### src/shared/shbsi_pkg.sv
package shbsi_pkg;

  // Resistor class on the protocol strap, as reported by the strap comparator
  typedef enum logic [2:0] {
    SHBSI_SPI4    = 3'h0,
    SHBSI_SPI3    = 3'h1,
    SHBSI_LINK2   = 3'h2,
    SHBSI_R82K    = 3'h3,
    SHBSI_R100K   = 3'h4,
    SHBSI_R120K   = 3'h5,
    SHBSI_R150K   = 3'h6,
    SHBSI_TIED_HI = 3'h7
  } shbsi_strap_t;

  localparam logic [6:0] ADDR_R82K    = 7'h2C;
  localparam logic [6:0] ADDR_R100K   = 7'h2B;
  localparam logic [6:0] ADDR_R120K   = 7'h2A;
  localparam logic [6:0] ADDR_R150K   = 7'h29;
  localparam logic [6:0] ADDR_TIED_HI = 7'h28;
  localparam logic [6:0] ADDR_ALERT   = 7'h0C;

  typedef enum logic [3:0] {
    ST_IDLE,
    ST_ADDR,
    ST_ADDR_ACK,
    ST_REG,
    ST_REG_ACK,
    ST_WDATA,
    ST_WDATA_ACK,
    ST_RDATA,
    ST_RACK,
    ST_RNEXT,
    ST_IGNORE
  } shbsi_state_t;

  localparam logic [3:0] BITS_PER_BYTE = 4'h8;

  localparam int CLK_NS     = 25;
  localparam int CLK_MHZ    = 40;
  localparam int SPIKE_NS   = 50;
  localparam int POWERUP_US = 15000;
  localparam int TIMEOUT_US = 30000;
  localparam int IDLE_US    = 150;

  localparam int FILT_CYC    = (SPIKE_NS + CLK_NS - 1) / CLK_NS;
  localparam int POWERUP_CYC = POWERUP_US * CLK_MHZ;
  localparam int TIMEOUT_CYC = TIMEOUT_US * CLK_MHZ;
  localparam int IDLE_CYC    = IDLE_US * CLK_MHZ;
  localparam int CNT_W       = 21;

endpackage

### src/shared/shbsi_line_if.sv
`timescale 1ns/1ps
`default_nettype none
interface shbsi_line_if;
  logic scl;
  logic sda;
  logic scl_rise;
  logic scl_fall;
  logic start;
  logic stop;
  modport filt (output scl, sda, scl_rise, scl_fall, start, stop);
  modport core (input scl, sda, scl_rise, scl_fall, start, stop);
endinterface
`default_nettype wire

### src/logic/shbsi_line_filter.sv
`timescale 1ns/1ps
`default_nettype none
module shbsi_line_filter (
  input  wire logic   clk,
  input  wire logic   rst_n,
  input  wire logic   scl_pin,
  input  wire logic   sda_pin,
  shbsi_line_if.filt  line
);
  logic [1:0] pin_in;
  logic [1:0] lvl_q;
  logic [1:0] lvl_prev_q;

  assign pin_in = {sda_pin, scl_pin};

  genvar i;
  for (i = 0; i < 2; i++) begin : g_line
    logic       s1_q;
    logic       s2_q;
    logic [1:0] cnt_q;
    always_ff @(posedge clk or negedge rst_n) begin
      if (!rst_n) begin
        s1_q <= 1'b1;
        s2_q <= 1'b1;
      end else begin
        s1_q <= pin_in[i];
        s2_q <= s1_q;
      end
    end
    // Level must hold past the spike window before it is believed
    always_ff @(posedge clk or negedge rst_n) begin
      if (!rst_n) begin
        cnt_q    <= 2'h0;
        lvl_q[i] <= 1'b1;
      end else if (s2_q == lvl_q[i]) begin
        cnt_q <= 2'h0;
      end else if (cnt_q == 2'(shbsi_pkg::FILT_CYC - 1)) begin
        cnt_q    <= 2'h0;
        lvl_q[i] <= s2_q;
      end else begin
        cnt_q <= cnt_q + 2'h1;
      end
    end
  end

  always_ff @(posedge clk or negedge rst_n) begin
    if (!rst_n) begin
      lvl_prev_q <= 2'h3;
    end else begin
      lvl_prev_q <= lvl_q;
    end
  end

  assign line.scl      = lvl_q[0];
  assign line.sda      = lvl_q[1];
  assign line.scl_rise = lvl_q[0] & ~lvl_prev_q[0];
  assign line.scl_fall = ~lvl_q[0] & lvl_prev_q[0];
  assign line.start    = lvl_q[0] & lvl_prev_q[0] & ~lvl_q[1] & lvl_prev_q[1];
  assign line.stop     = lvl_q[0] & lvl_prev_q[0] & lvl_q[1] & ~lvl_prev_q[1];
endmodule
`default_nettype wire

### src/logic/shbsi_slave.sv
// Contract
// (RULE1) Strap class picks 4-wire SPI, 3-wire SPI or companion link.
// (RULE2) Strap class 82k..tied-high gives bus slave address 0101_100..0101_000.
// (RULE3) Send, receive, read, write byte plus block read and write accepted.
// (RULE4) Host may stretch the clock; device never drives the clock.
// (RULE5) Start is data falling while clock is high.
// (RULE6) First byte is 7-bit address then direction, 1 meaning read.
// (RULE7) Bytes are eight bits, most significant bit first.
// (RULE8) Device acknowledges each received byte by pulling data low.
// (RULE9) Host acknowledges read bytes except the last, which it leaves high.
// (RULE10) Stop, data rising while clock high, resets slave protocol.
// (RULE11) Clock low for 30ms resets the interface when timeout enabled.
// (RULE12) Timeout is off after reset until the enable bit is set.
// (RULE13) Clock and data high over 150us resets the slave protocol.
// (RULE14) Blocks carry no count byte; any length until host ends it.
// (RULE15) Device answers the alert response address, loosely.
// (RULE16) Write byte: address, register, one data byte, each acknowledged.
// (RULE17) Block write advances pointer per byte, wrapping FFh to 00h.
// (RULE18) Read byte: register phase, repeated start, read, data, host nack.
// (RULE19) Block read advances pointer per byte until host nack.
// (RULE20) All bus traffic ignored for 15ms after power-up.
// (RULE21) SPI chip select ignored when a non-SPI protocol is strapped.
// (RULE22) Companion link carries only single-byte register reads and writes.
// (RULE23) Send byte only loads the register pointer.
// (RULE24) Receive byte returns the register at the current pointer.
// (RULE25) Clock and data are synchronised and filtered before detection.
// (RULE26) Foreign address: data line stays released until the transaction ends.
`timescale 1ns/1ps
`default_nettype none
module shbsi_slave #(
  parameter int POWERUP_CYC = shbsi_pkg::POWERUP_CYC,
  parameter int TIMEOUT_CYC = shbsi_pkg::TIMEOUT_CYC,
  parameter int IDLE_CYC    = shbsi_pkg::IDLE_CYC
) (
  input  wire logic       CLK_SYS,
  input  wire logic       RESET_N,
  input  wire logic [2:0] PROTOCOL_SELECT_STRAP,
  input  wire logic       SPI_CS_N,
  input  wire logic       TIMEOUT_EN,
  input  wire logic       BUS_CLOCK_PIN_I,
  output logic            BUS_CLOCK_PIN_O,
  output logic            BUS_CLOCK_PIN_OE_N,
  input  wire logic       BUS_DATA_PIN_I,
  output logic            BUS_DATA_PIN_O,
  output logic            BUS_DATA_PIN_OE_N,
  output logic [2:0]      PROTOCOL_MODE,
  output logic            BUS_READY,
  output logic [7:0]      REG_ADDR,
  output logic [7:0]      REG_WDATA,
  output logic            REG_WE,
  output logic            REG_RE,
  input  wire logic [7:0] REG_RDATA
);
  localparam int CW = shbsi_pkg::CNT_W;

  shbsi_line_if line ();

  shbsi_pkg::shbsi_state_t state_q;
  shbsi_pkg::shbsi_strap_t strap_q;
  logic [2:0]    strap_s1_q;
  logic [2:0]    strap_s2_q;
  logic [CW-1:0] pwr_cnt_q;
  logic          pwr_done_q;
  logic [CW-1:0] idle_cnt_q;
  logic [CW-1:0] tmo_cnt_q;
  logic          idle_hit;
  logic          tmo_hit;
  logic          smbus_mode;
  logic          active;
  logic [6:0]    slave_addr;
  logic [3:0]    bitcnt_q;
  logic [7:0]    rx_q;
  logic [7:0]    tx_q;
  logic [7:0]    ptr_q;
  logic [7:0]    wdata_q;
  logic          drive_q;
  logic          rnw_q;
  logic          alert_q;
  logic          we_q;
  logic          re_q;
  logic          addr_hit;
  logic          alert_hit;

  // RULE25
  shbsi_line_filter u_filter (
    .clk     (CLK_SYS),
    .rst_n   (RESET_N),
    .scl_pin (BUS_CLOCK_PIN_I),
    .sda_pin (BUS_DATA_PIN_I),
    .line    (line.filt)
  );

  // Strap is static but still crosses in through two flops
  always_ff @(posedge CLK_SYS or negedge RESET_N) begin
    if (!RESET_N) begin
      strap_s1_q <= 3'h0;
      strap_s2_q <= 3'h0;
    end else begin
      strap_s1_q <= PROTOCOL_SELECT_STRAP;
      strap_s2_q <= strap_s1_q;
    end
  end

  // Tracked during the hold-off, frozen once the bus wakes up
  always_ff @(posedge CLK_SYS or negedge RESET_N) begin
    if (!RESET_N) begin
      strap_q <= shbsi_pkg::SHBSI_SPI4;
    end else if (!pwr_done_q) begin
      strap_q <= shbsi_pkg::shbsi_strap_t'(strap_s2_q); // RULE1
    end
  end

  always_ff @(posedge CLK_SYS or negedge RESET_N) begin
    if (!RESET_N) begin
      pwr_cnt_q  <= '0;
      pwr_done_q <= 1'b0;
    end else if (!pwr_done_q) begin
      pwr_cnt_q  <= pwr_cnt_q + CW'(1);
      pwr_done_q <= (pwr_cnt_q == CW'(POWERUP_CYC - 1)); // RULE20
    end
  end

  always_comb begin
    unique case (strap_q)
      shbsi_pkg::SHBSI_R82K:    slave_addr = shbsi_pkg::ADDR_R82K; // RULE2
      shbsi_pkg::SHBSI_R100K:   slave_addr = shbsi_pkg::ADDR_R100K;
      shbsi_pkg::SHBSI_R120K:   slave_addr = shbsi_pkg::ADDR_R120K;
      shbsi_pkg::SHBSI_R150K:   slave_addr = shbsi_pkg::ADDR_R150K;
      default:                  slave_addr = shbsi_pkg::ADDR_TIED_HI;
    endcase
  end

  // SPI and companion-link classes leave this slave and SPI_CS_N unused
  assign smbus_mode = (strap_q >= shbsi_pkg::SHBSI_R82K); // RULE21 RULE22
  assign active     = smbus_mode & pwr_done_q; // RULE20
  assign addr_hit   = (rx_q[7:1] == slave_addr); // RULE6
  assign alert_hit  = (rx_q[7:1] == shbsi_pkg::ADDR_ALERT) & rx_q[0]; // RULE15

  // Bus idle: both lines high, counted in system clocks
  always_ff @(posedge CLK_SYS or negedge RESET_N) begin
    if (!RESET_N) begin
      idle_cnt_q <= '0;
    end else if (!(line.scl & line.sda) || idle_hit) begin
      idle_cnt_q <= '0;
    end else begin
      idle_cnt_q <= idle_cnt_q + CW'(1);
    end
  end
  assign idle_hit = (idle_cnt_q == CW'(IDLE_CYC)); // RULE13

  // Any clock edge counts as activity; held clock low counts toward timeout
  always_ff @(posedge CLK_SYS or negedge RESET_N) begin
    if (!RESET_N) begin
      tmo_cnt_q <= '0;
    end else if (!TIMEOUT_EN || line.scl || tmo_hit) begin
      tmo_cnt_q <= '0; // RULE12
    end else begin
      tmo_cnt_q <= tmo_cnt_q + CW'(1);
    end
  end
  assign tmo_hit = (tmo_cnt_q == CW'(TIMEOUT_CYC)); // RULE11

  always_ff @(posedge CLK_SYS or negedge RESET_N) begin
    if (!RESET_N) begin
      state_q  <= shbsi_pkg::ST_IDLE;
      bitcnt_q <= 4'h0;
      rx_q     <= 8'h00;
      tx_q     <= 8'h00;
      ptr_q    <= 8'h00;
      wdata_q  <= 8'h00;
      drive_q  <= 1'b0;
      rnw_q    <= 1'b0;
      alert_q  <= 1'b0;
      we_q     <= 1'b0;
      re_q     <= 1'b0;
    end else begin
      we_q <= 1'b0;
      re_q <= 1'b0;
      if (!active || line.stop || idle_hit || tmo_hit) begin
        state_q <= shbsi_pkg::ST_IDLE; // RULE10 RULE11 RULE13
        drive_q <= 1'b0;
      end else if (line.start) begin
        state_q  <= shbsi_pkg::ST_ADDR; // RULE5
        bitcnt_q <= 4'h0;
        drive_q  <= 1'b0;
      end else begin
        unique case (state_q) // RULE3
          shbsi_pkg::ST_IDLE, shbsi_pkg::ST_IGNORE: begin
            drive_q <= 1'b0; // RULE26
          end
          shbsi_pkg::ST_ADDR, shbsi_pkg::ST_REG, shbsi_pkg::ST_WDATA: begin
            if (line.scl_rise) begin
              rx_q     <= {rx_q[6:0], line.sda}; // RULE7
              bitcnt_q <= bitcnt_q + 4'h1;
            end else if (line.scl_fall &&
                         bitcnt_q == shbsi_pkg::BITS_PER_BYTE) begin
              bitcnt_q <= 4'h0;
              if (state_q == shbsi_pkg::ST_ADDR) begin
                if (addr_hit || alert_hit) begin
                  drive_q <= 1'b1; // RULE8
                  rnw_q   <= rx_q[0];
                  alert_q <= alert_hit;
                  state_q <= shbsi_pkg::ST_ADDR_ACK;
                end else begin
                  state_q <= shbsi_pkg::ST_IGNORE; // RULE26
                end
              end else if (state_q == shbsi_pkg::ST_REG) begin
                ptr_q   <= rx_q; // RULE23
                drive_q <= 1'b1; // RULE8
                state_q <= shbsi_pkg::ST_REG_ACK;
              end else begin
                wdata_q <= rx_q;
                we_q    <= 1'b1; // RULE16
                drive_q <= 1'b1; // RULE8
                state_q <= shbsi_pkg::ST_WDATA_ACK;
              end
            end
          end
          shbsi_pkg::ST_ADDR_ACK, shbsi_pkg::ST_REG_ACK,
          shbsi_pkg::ST_WDATA_ACK: begin
            if (line.scl_fall) begin
              if (state_q == shbsi_pkg::ST_ADDR_ACK && rnw_q) begin
                // Alert answer is just our own address, not arbitrated
                tx_q     <= alert_q ? {slave_addr, 1'b0} : REG_RDATA; // RULE15 RULE24
                drive_q  <= alert_q ? ~slave_addr[6] : ~REG_RDATA[7];
                re_q     <= ~alert_q;
                bitcnt_q <= 4'h1;
                state_q  <= shbsi_pkg::ST_RDATA; // RULE18
              end else begin
                drive_q <= 1'b0;
                if (state_q == shbsi_pkg::ST_WDATA_ACK) begin
                  ptr_q <= ptr_q + 8'h01; // RULE17
                end
                // No count byte: every further byte is data
                state_q <= (state_q == shbsi_pkg::ST_ADDR_ACK) ?
                           shbsi_pkg::ST_REG : shbsi_pkg::ST_WDATA; // RULE14
              end
            end
          end
          shbsi_pkg::ST_RDATA: begin
            if (line.scl_fall) begin
              if (bitcnt_q == shbsi_pkg::BITS_PER_BYTE) begin
                drive_q  <= 1'b0;
                bitcnt_q <= 4'h0;
                state_q  <= shbsi_pkg::ST_RACK;
              end else begin
                tx_q     <= {tx_q[6:0], 1'b0};
                drive_q  <= ~tx_q[6]; // RULE7
                bitcnt_q <= bitcnt_q + 4'h1;
              end
            end
          end
          shbsi_pkg::ST_RACK: begin
            if (line.scl_rise) begin
              if (!line.sda && !alert_q) begin
                ptr_q   <= ptr_q + 8'h01; // RULE19
                state_q <= shbsi_pkg::ST_RNEXT;
              end else begin
                state_q <= shbsi_pkg::ST_IGNORE; // RULE9
              end
            end
          end
          shbsi_pkg::ST_RNEXT: begin
            if (line.scl_fall) begin
              tx_q     <= REG_RDATA; // RULE19
              drive_q  <= ~REG_RDATA[7];
              re_q     <= 1'b1;
              bitcnt_q <= 4'h1;
              state_q  <= shbsi_pkg::ST_RDATA;
            end
          end
          default: begin
            state_q <= shbsi_pkg::ST_IDLE;
            drive_q <= 1'b0;
          end
        endcase
      end
    end
  end

  // Open drain: only ever pull low; clock pin is never driven
  assign BUS_DATA_PIN_O     = 1'b0;
  assign BUS_DATA_PIN_OE_N  = ~drive_q;
  assign BUS_CLOCK_PIN_O    = 1'b0;
  assign BUS_CLOCK_PIN_OE_N = 1'b1; // RULE4
  assign PROTOCOL_MODE      = strap_q;
  assign BUS_READY          = pwr_done_q;
  assign REG_ADDR           = ptr_q;
  assign REG_WDATA          = wdata_q;
  assign REG_WE             = we_q;
  assign REG_RE             = re_q;
endmodule
`default_nettype wire

### config.mk
export PLATFORM = sky130hd
export DESIGN_NAME = shbsi_slave
export DESIGN_NICKNAME = d
export VERILOG_FILES = /design/src/shared/shbsi_pkg.sv /design/src/shared/shbsi_line_if.sv /design/src/logic/shbsi_line_filter.sv /design/src/logic/shbsi_slave.sv
export SDC_FILE = /design/constraint.sdc
export NUM_CORES = 1
export LEC_CHECK = 0
export BUFFER_PORTS_ARGS = -buffer_cell sky130_fd_sc_hd__clkbuf_2
export CORE_ASPECT_RATIO = 2
export CORE_MARGIN = 2
export CORE_UTILIZATION = 25
export CTS_CLUSTER_DIAMETER = 30
export DETAILED_ROUTE_END_ITERATION = 8
export PLACE_DENSITY_LB_ADDON = 0.1
export RECOVER_POWER = 50
export SLEW_MARGIN = 20
export SYNTH_ARGS = -nofsm -noshare
export SYNTH_HDL_FRONTEND = slang
export SYNTH_SLANG_ARGS = --single-unit
### constraint.sdc
create_clock -name CLK_SYS -period 6.8 [get_ports CLK_SYS]
set_input_delay 1.02 -clock CLK_SYS [delete_from_list [all_inputs] [get_ports CLK_SYS]]
set_output_delay 1.02 -clock CLK_SYS [all_outputs]
set_load 0.005 [all_outputs]
==> qor.csv, run 1 <==
stage;metric;value;unit
drt;Vias/cell;4.605;
placement;placed cell area;7064;sq um
clocking;PostCTS Resize Cnt;0;
global_routing;first-pass GRT wire length;26480;microns
power_and_ir_drop;cell area power density;258.2;nW/um^2
power_and_ir_drop;leakage;3.240;nW
sta;Final min period;4069;ps
power_and_ir_drop;Total Power;1.994;mW
final_layout;Final #Nets;701;
sta;Final Hold Slack;350.6;ps
critical_path;CP endpoint kind;asynchronous set/reset pin;
sta;Highest Clock Rate;0.2458;GHz
drt;total wire length;15820;microns
final_layout;final std cell area, no fill;7720;sq um
die;Die W;118.6;microns
run;maxcap violations;1;
hold_path;hold depth;0;
placement;GPL Wtd Cong;0.7742;
critical_path;Worst Path Max Fanout;56;
die;core box area;25750;sq um
hold_path;Worst Hold Class;reg2reg;
placement;Buffers on Ports;38;
yosys;Synth cell types;69;
global_routing;vias in the first global route;5019;
drt;antenna-violating nets left;0;
critical_path;Crit Reg-Reg Startpoint;state_q[0];
hold_path;WHS Endpoint;u_filter.g_line[1].s2_q;
clocking;Worst-path clk slew;60;ps
yosys;Post-Synthesis Cell Area;6565;sq um
yosys;Post-Synthesis Cells;642;
global_routing;total grt overflow;0;
critical_path;R2R depth;6;
die;die area;27650;sq um
drt;via count;4739;
final_layout;Area Growth Syn to Fin;17.59;%
die;FP Rows;83;
yosys;ys flop type;dfrtp_1;
clocking;clock latency on the worst-skew pair;430;ps
final_layout;Non-Filler Instances;1029;
clocking;H-tree depth;4;
drt;post-DR wirelength/cell;15.38;microns
yosys;ys async rst share;100.0;%
yosys;YS warnings;0;
clocking;Setup Fix Bufs, Post-CTS;0;
critical_path;critical path startpoint category;input port;
drt;detailed-route DRC error count;0;
sta;final hold vios;0;
yosys;Post-synth EDFFs;0;
placement;Inst Count DP;996;
sta;Setup-failing EPs final;0;
sta;Final Skew;14.10;ps
clocking;clk sinks;129;
clocking;Post-CTS Hold Fix Bufs;0;
sta;final worst-path cycle share;59.83;%
yosys;Seq/Total Area, Yosys;49.32;%
global_routing;largest net degree at the start of global routing;76;
sta;RSZ-0062 raised after global routing;false;
critical_path;reg-to-reg slack, setup;4040;ps
sta;Slew Limit Fails;56;
global_routing;initial antenna violation count;0;
clocking;Root Driver;clkbuf_16;
drt;drt initial violations;259;
drt;TritonRoute pass-1 iters;4;
outcome;failing checks;capacitance limit, slew limit;
die;DIE HEIGHT;233.2;microns
final_layout;layout cell share with drive strength beyond 1;17.13;%
sta;Slew @ Worst Pin;3099;ps
hold_path;Hold Startpoint;u_filter.g_line[1].s1_q;
clocking;Clock Path Buffers;2;
yosys;Avg Inst Size Synth;10.23;sq um
critical_path;Setup CP Type;in2async;
placement;detailed placer's ending HPWL;11430;microns
final_layout;ANT cells;0;
sta;Max transition margin;-106.6;%
yosys;Yosys reg bits;129;
global_routing;All-Layer GR Usage;12.27;%
critical_path;RR Endpoint;bitcnt_q[1];
die;Ports;43;
outcome;outcome;finished with violations;
sta;final setup TNS;0;ps
clocking;CTS tree;done;
die;initial core utilization;25.49;%
power_and_ir_drop;maximum vdd drop;0.0001739;V
clocking;clock buffer count from CTS;17;
critical_path;Worst Path Arrival;4610;ps
critical_path;CP required;7340;ps
## worst max path at each step
stage                 startpoint                      end  slack (ps)  cells past startpoint
4_1_cts               state_q[0]              bitcnt_q[1]        4000                      6
6_report                 RESET_N   u_filter.lvl_prev_q[0]        2730                      3
3_3_place_gp          state_q[0]              bitcnt_q[0]        4080                      6
2_1_floorplan  u_filter.line.scl              REG_ADDR[1]        4530                      8
3_5_place_dp          state_q[0]              bitcnt_q[1]        4030                      6
5_1_grt                  RESET_N  u_filter.g_line[1].s1_q        1940                      3
## kinds of logic after synthesis
group,count (synthesis),share of synthesized area (%)
DFF,129,49.32
buffers and inverters,47,3.240
xor gates and xnor gates,62,8.271
and+or+nand+nor,283,23.23
other,2,0.1144
adders and majority gates,8,1.525
AOI/OAI and AO/OA,73,7.547
muxes,38,6.747
## worst max-delay path, stage by stage
cell	delay, ps
clkbuf_1	2140
clkbuf_1	980
buf_16	350
## registers in the layout, indices dropped and copies added, names as in the netlist, 2 cells and up
register,flops
strap_s2_q,3
REG_WDATA,8
u_filter.lvl_prev_q,2
tx_q,7
idle_cnt_q,21
REG_ADDR,8
tmo_cnt_q,21
u_filter.g_line.cnt_q,4
u_filter.g_line.s1_q,2
state_q,4
rx_q,8
bitcnt_q,4
strap_s1_q,3
u_filter.g_line.s2_q,2
PROTOCOL_MODE,3
pwr_cnt_q,21
## cell type report
cell class                 count  area (sq um)
clock inverter                14         201.4
multi-input combinational    467          3118
fill                        2759         18030
clock buffer                  18         439.2
tap                          340         425.4
inverter                      21         78.83
sequential                   129          3238
timing repair buffer          40         219.0
## Yosys cell counts (all sizes together) (2+ instances only)
| library cell | count | area (sq um) |
|---|---|---|
| and4b | 2 | 20.02 |
| nand4b | 4 | 35.03 |
| nand2 | 49 | 191.4 |
| dfrtp | 121 | 3028 |
| a211o | 2 | 17.52 |
| a22oi | 4 | 30.03 |
| clkbuf | 12 | 45.04 |
| mux2 | 32 | 382.9 |
| nor2 | 82 | 324.1 |
| or2 | 3 | 18.77 |
| or4 | 3 | 22.52 |
| o31ai | 2 | 15.01 |
| ha | 8 | 100.1 |
| nor3 | 18 | 117.6 |
| o2bb2ai | 2 | 17.52 |
| o21ai | 20 | 100.1 |
| a311o | 3 | 30.03 |
| conb | 2 | 7.510 |
| and4 | 6 | 52.55 |
| nand4 | 13 | 81.33 |
| nand3 | 41 | 205.2 |
| a21oi | 11 | 55.05 |
| nor3b | 5 | 37.54 |
| a2bb2oi | 8 | 70.07 |
| xnor2 | 37 | 324.1 |
| a31oi | 5 | 31.28 |
| or3 | 3 | 23.77 |
| a211oi | 2 | 15.01 |
| nor2b | 18 | 112.6 |
| buf | 14 | 88.83 |
| o22ai | 3 | 18.77 |
| inv | 21 | 78.83 |
| xor2 | 25 | 219.0 |
| dfstp | 8 | 210.2 |
| o221ai | 2 | 17.52 |
| mux2i | 6 | 60.06 |
| or4b | 2 | 20.02 |
| nand3b | 2 | 15.01 |
| and2 | 3 | 18.77 |
| nand2b | 6 | 37.54 |
| nor4 | 4 | 46.29 |
| and3 | 9 | 56.30 |
| nor4b | 7 | 61.31 |
## stage by stage
stage | utilization, % | setup WS (ps)
after floorplan | - | 4533
after global placement | 27.43 | 4076
after detailed placement | 27.43 | 4034
after CTS | 29.92 | 4005
after global routing | 29.97 | 1939
final | 29.97 | 2732
## power breakdown
group	leakage [nW]	internal (mW)	switching, mW	total (mW)
clock	0.308	0.628	0.367	0.995
sequential	1.73	0.805	0.0411	0.847
combinational	1.20	0.0514	0.101	0.152
total	3.24	1.49	0.509	1.99
## cells in the final DEF (no fill, tap or decap), types with 4 or more instances in the layout
master     Yosys  layout
dfstp_2        8       6
a31oi_1        5       5
nand2b_1       6       6
ha_1           8       8
inv_6          0       4
xnor2_1       37      37
mux2_2        25      25
o21ai_0       19      19
nand2_1       48      48
nand3_1       41      41
nor4b_1        7       7
nor2b_1       18      18
inv_1         21      21
mux2i_1        6       6
dfrtp_1      121     121
nand4b_1       4       4
nand4_1       13      13
nor3_1        15      15
bufinv_16      0       4
nor3b_1        5       5
a2bb2oi_1      8       8
clkbuf_16      0      17
mux2_4         6       6
a22oi_1        4       4
clkbuf_2       0      36
nor2_1        81      81
a21oi_1       11      11
and4_1         6       6
xor2_1        25      25
and3_1         9       9
## routing by layer
metal	share of wire [%]	vias to the layer above	GRT usage, %
li1	-	2316	-
met1	39	2346	12.97
met2	56	61	22.79
met3	2.7	16	3.003
met4	2.1	0	5.357
met5	0	-	0
Note: power is estimated with default switching activity, not from simulation.
==> run 2, diff against run 1 <==
ABC_AREA = 1   (was unset)
clock period = 3.8 ns   (was 6.8 ns; I/O delays follow)
==> run 2 against run 1 <==
Against the previous run: the flow still finishes with violations (capacitance limit, slew limit); sequential power rose by 77%; total power rose by 83%; global-route usage rose by 1.7 points; largest cell class unchanged; highest routed layer unchanged.
==> qor.csv, run 2 <==
stage;metric;value;unit
final_layout;final std cell area, no fill;8049;sq um
sta;Max transition margin;-32.78;%
die;Ports;43;
clocking;clock latency on the worst-skew pair;450;ps
outcome;outcome;finished with violations;
yosys;ys flop type;dfrtp_1;
global_routing;vias in the first global route;5758;
critical_path;CP endpoint kind;flip-flop;
die;die area;28820;sq um
critical_path;R2R depth;7;
yosys;count leader, synth;nand2_1;
clocking;clock buffer count from CTS;17;
yosys;main combinational cell family by area after synthesis;simple AND/OR/NAND/NOR gates;
yosys;largest area contributor in the synthesized netlist;dfrtp_1;
placement;GPL Wtd Cong;0.8637;
clocking;Clock Path Buffers;2;
die;FP Rows;85;
yosys;xor and xnor area share after synthesis;4.859;%
global_routing;GRT Max-Usage Layer;met2;
yosys;Compound-Gate Fraction of Synth Area;9.518;%
drt;antenna-violating nets left;0;
critical_path;Setup CP Type;reg2reg;
placement;placed cell area;7417;sq um
hold_path;hold depth;1;
drt;detailed-route DRC error count;0;
final_layout;Final #Nets;937;
clocking;CTS tree;done;
final_layout;layout cell share with drive strength beyond 1;13.62;%
global_routing;initial antenna violation count;0;
placement;Buffers on Ports;38;
critical_path;CP bufs+invs;1;
clocking;Setup Fix Bufs, Post-CTS;0;
clocking;Root Driver;clkbuf_16;
power_and_ir_drop;Total Power;3.639;mW
critical_path;crit path cell chain;inv_1, nor3_4, nand3_2, nor2_4, nand2_2, nand2_1, o21ai_2;
global_routing;total grt overflow;0;
global_routing;met3 usage;2.988;%
hold_path;Worst Hold Class;in2reg;
yosys;Post-synth EDFFs;0;
sta;Highest Clock Rate;0.4123;GHz
global_routing;first-pass GRT wire length;30340;microns
clocking;clk sinks;129;
critical_path;Worst Path Arrival;2750;ps
die;Die W;121.0;microns
final_layout;Area Growth Syn to Fin;17.52;%
drt;via count;5584;
yosys;dominant cells by area after synthesis;dfrtp_1 44%, nand2_1 11%, inv_1 6.0%;
clocking;Worst-path clk slew;60;ps
drt;total wire length;18810;microns
final_layout;final core utilization;29.91;%
outcome;failing checks;capacitance limit, slew limit;
yosys;Avg Inst Size Synth;7.927;sq um
clocking;H-tree depth;4;
final_layout;ANT cells;0;
drt;post-DR wirelength/cell;14.77;microns
sta;Setup-failing EPs final;0;
final_layout;most frequent cells in the layout;193 x nand2_1, 121 x dfrtp_1, 110 x inv_1, 109 x nor2_1, 55 x nand3_1;
global_routing;largest net degree at the start of global routing;77;
power_and_ir_drop;maximum vdd drop;0.0002704;V
sta;final hold vios;0;
yosys;area share of the leading cell type in the synthesized netlist;44.21;%
hold_path;Hold Startpoint;BUS_CLOCK_PIN_I;
drt;Vias/cell;4.386;
critical_path;Worst Path Max Fanout;18;
global_routing;All-Layer GR Usage;13.93;%
yosys;ys async rst share;100.0;%
global_routing;met2 Resource Use GR;26.69;%
yosys;Yosys reg bits;129;
global_routing;GR Util met1;13.79;%
final_layout;top flop regs;idle_cnt_q: 21 flops, pwr_cnt_q: 21 flops, tmo_cnt_q: 21 flops;
final_layout;# fillers;2925;
drt;drt initial violations;235;
yosys;mux contribution to synthesized area;0;%
critical_path;reg-to-reg slack, setup;1370;ps
critical_path;slowest cell on the critical path;dfrtp_1;
critical_path;critical path startpoint category;flip-flop;
critical_path;Crit Reg-Reg Startpoint;BUS_READY;
yosys;Post-Synth Adder-Cell Area;1.461;%
sta;RSZ-0062 raised after global routing;false;
yosys;Synth cell types;42;
final_layout;commonest non-fill, non-tap cell in the layout;nand2_1;
sta;final worst-path cycle share;63.82;%
critical_path;RR Endpoint;REG_WDATA[2];
yosys;Post-Synthesis Cells;864;
power_and_ir_drop;leakage;3.756;nW
yosys;simple-gate share of the synthesized area;28.83;%
clocking;PostCTS Resize Cnt;0;
drt;TritonRoute pass-1 iters;4;
yosys;YS warnings;0;
die;DIE HEIGHT;238.1;microns
run;maxcap violations;1;
placement;detailed placer's ending HPWL;14320;microns
die;core box area;26910;sq um
sta;Final min period;2425;ps
critical_path;CP delay by family, top;simple AND/OR/NAND/NOR gates;
sta;Slew Limit Fails;77;
hold_path;WHS Endpoint;u_filter.g_line[0].s1_q;
power_and_ir_drop;cell area power density;452.1;nW/um^2
yosys;synth cell count leaders;193 x nand2_1, 121 x dfrtp_1, 109 x inv_1, 109 x nor2_1, 55 x nand3_1;
sta;final setup TNS;0;ps
die;initial core utilization;25.45;%
clocking;Post-CTS Hold Fix Bufs;0;
sta;Final Hold Slack;207.3;ps
yosys;Post-Synthesis Cell Area;6849;sq um
critical_path;CP required;4120;ps
yosys;Seq/Total Area, Yosys;47.28;%
sta;Slew @ Worst Pin;1992;ps
critical_path;max incr delay on CP;500;ps
sta;Final Skew;11.06;ps
[run 2: logic make-up (layout without fill, tap and decap cells)]
kind of cell / after synthesis / count (layout)
AND/OR/NAND/NOR: 444 / 444
buffers and inverters: 132 / 192
flip-flops: 129 / 129
AO/OA/AOI/OAI: 111 / 111
XOR/XNOR: 38 / 38
adder cells (fa/ha/maj): 8 / 8
other: 2 / 3
[run 2: power by group]
part / internal, mW / switching (mW) / total (mW)
Clock: 1.12 / 0.691 / 1.82
Combinational: 0.0923 / 0.236 / 0.328
Sequential: 1.44 / 0.0563 / 1.50
[run 2: layer usage]
layer / vias to the layer above / routed length (microns)
met5: - / 0
met2: 75 / 10860
met1: 2603 / 6897
li1: 2876 / -
met3: 30 / 495
met4: 0 / 556
[run 2: stage by stage]
step	setup slack, ps	cells
4_1_cts	1420	1273
6_report	1375	1273
2_1_floorplan	2057	865
3_5_place_dp	1426	1241
3_3_place_gp	1431	1241
5_1_grt	1082	1273
[run 2: how the worst max path moves through the flow]
stage | start | to | depth (start not counted)
floorplan | bitcnt_q[0] | REG_WDATA[7] | 10
global placement | tmo_cnt_q[0] | REG_WDATA[3] | 12
detailed placement | tmo_cnt_q[0] | REG_WDATA[3] | 12
CTS | tmo_cnt_q[0] | REG_WDATA[2] | 12
global route | RESET_N | REG_ADDR[1] | 2
finish | BUS_READY | REG_WDATA[2] | 7
[run 2: cell type report]
type | instances | area [sq um] | area share [%]
sequential | 129 | 3238 | 40.23
multi-input combinational | 604 | 3070 | 38.15
clock buffer | 18 | 439.2 | 5.456
inverter | 117 | 439.2 | 5.456
tap | 348 | 435.4 | 5.410
timing repair buffer | 43 | 224.0 | 2.783
clock inverter | 14 | 202.7 | 2.518
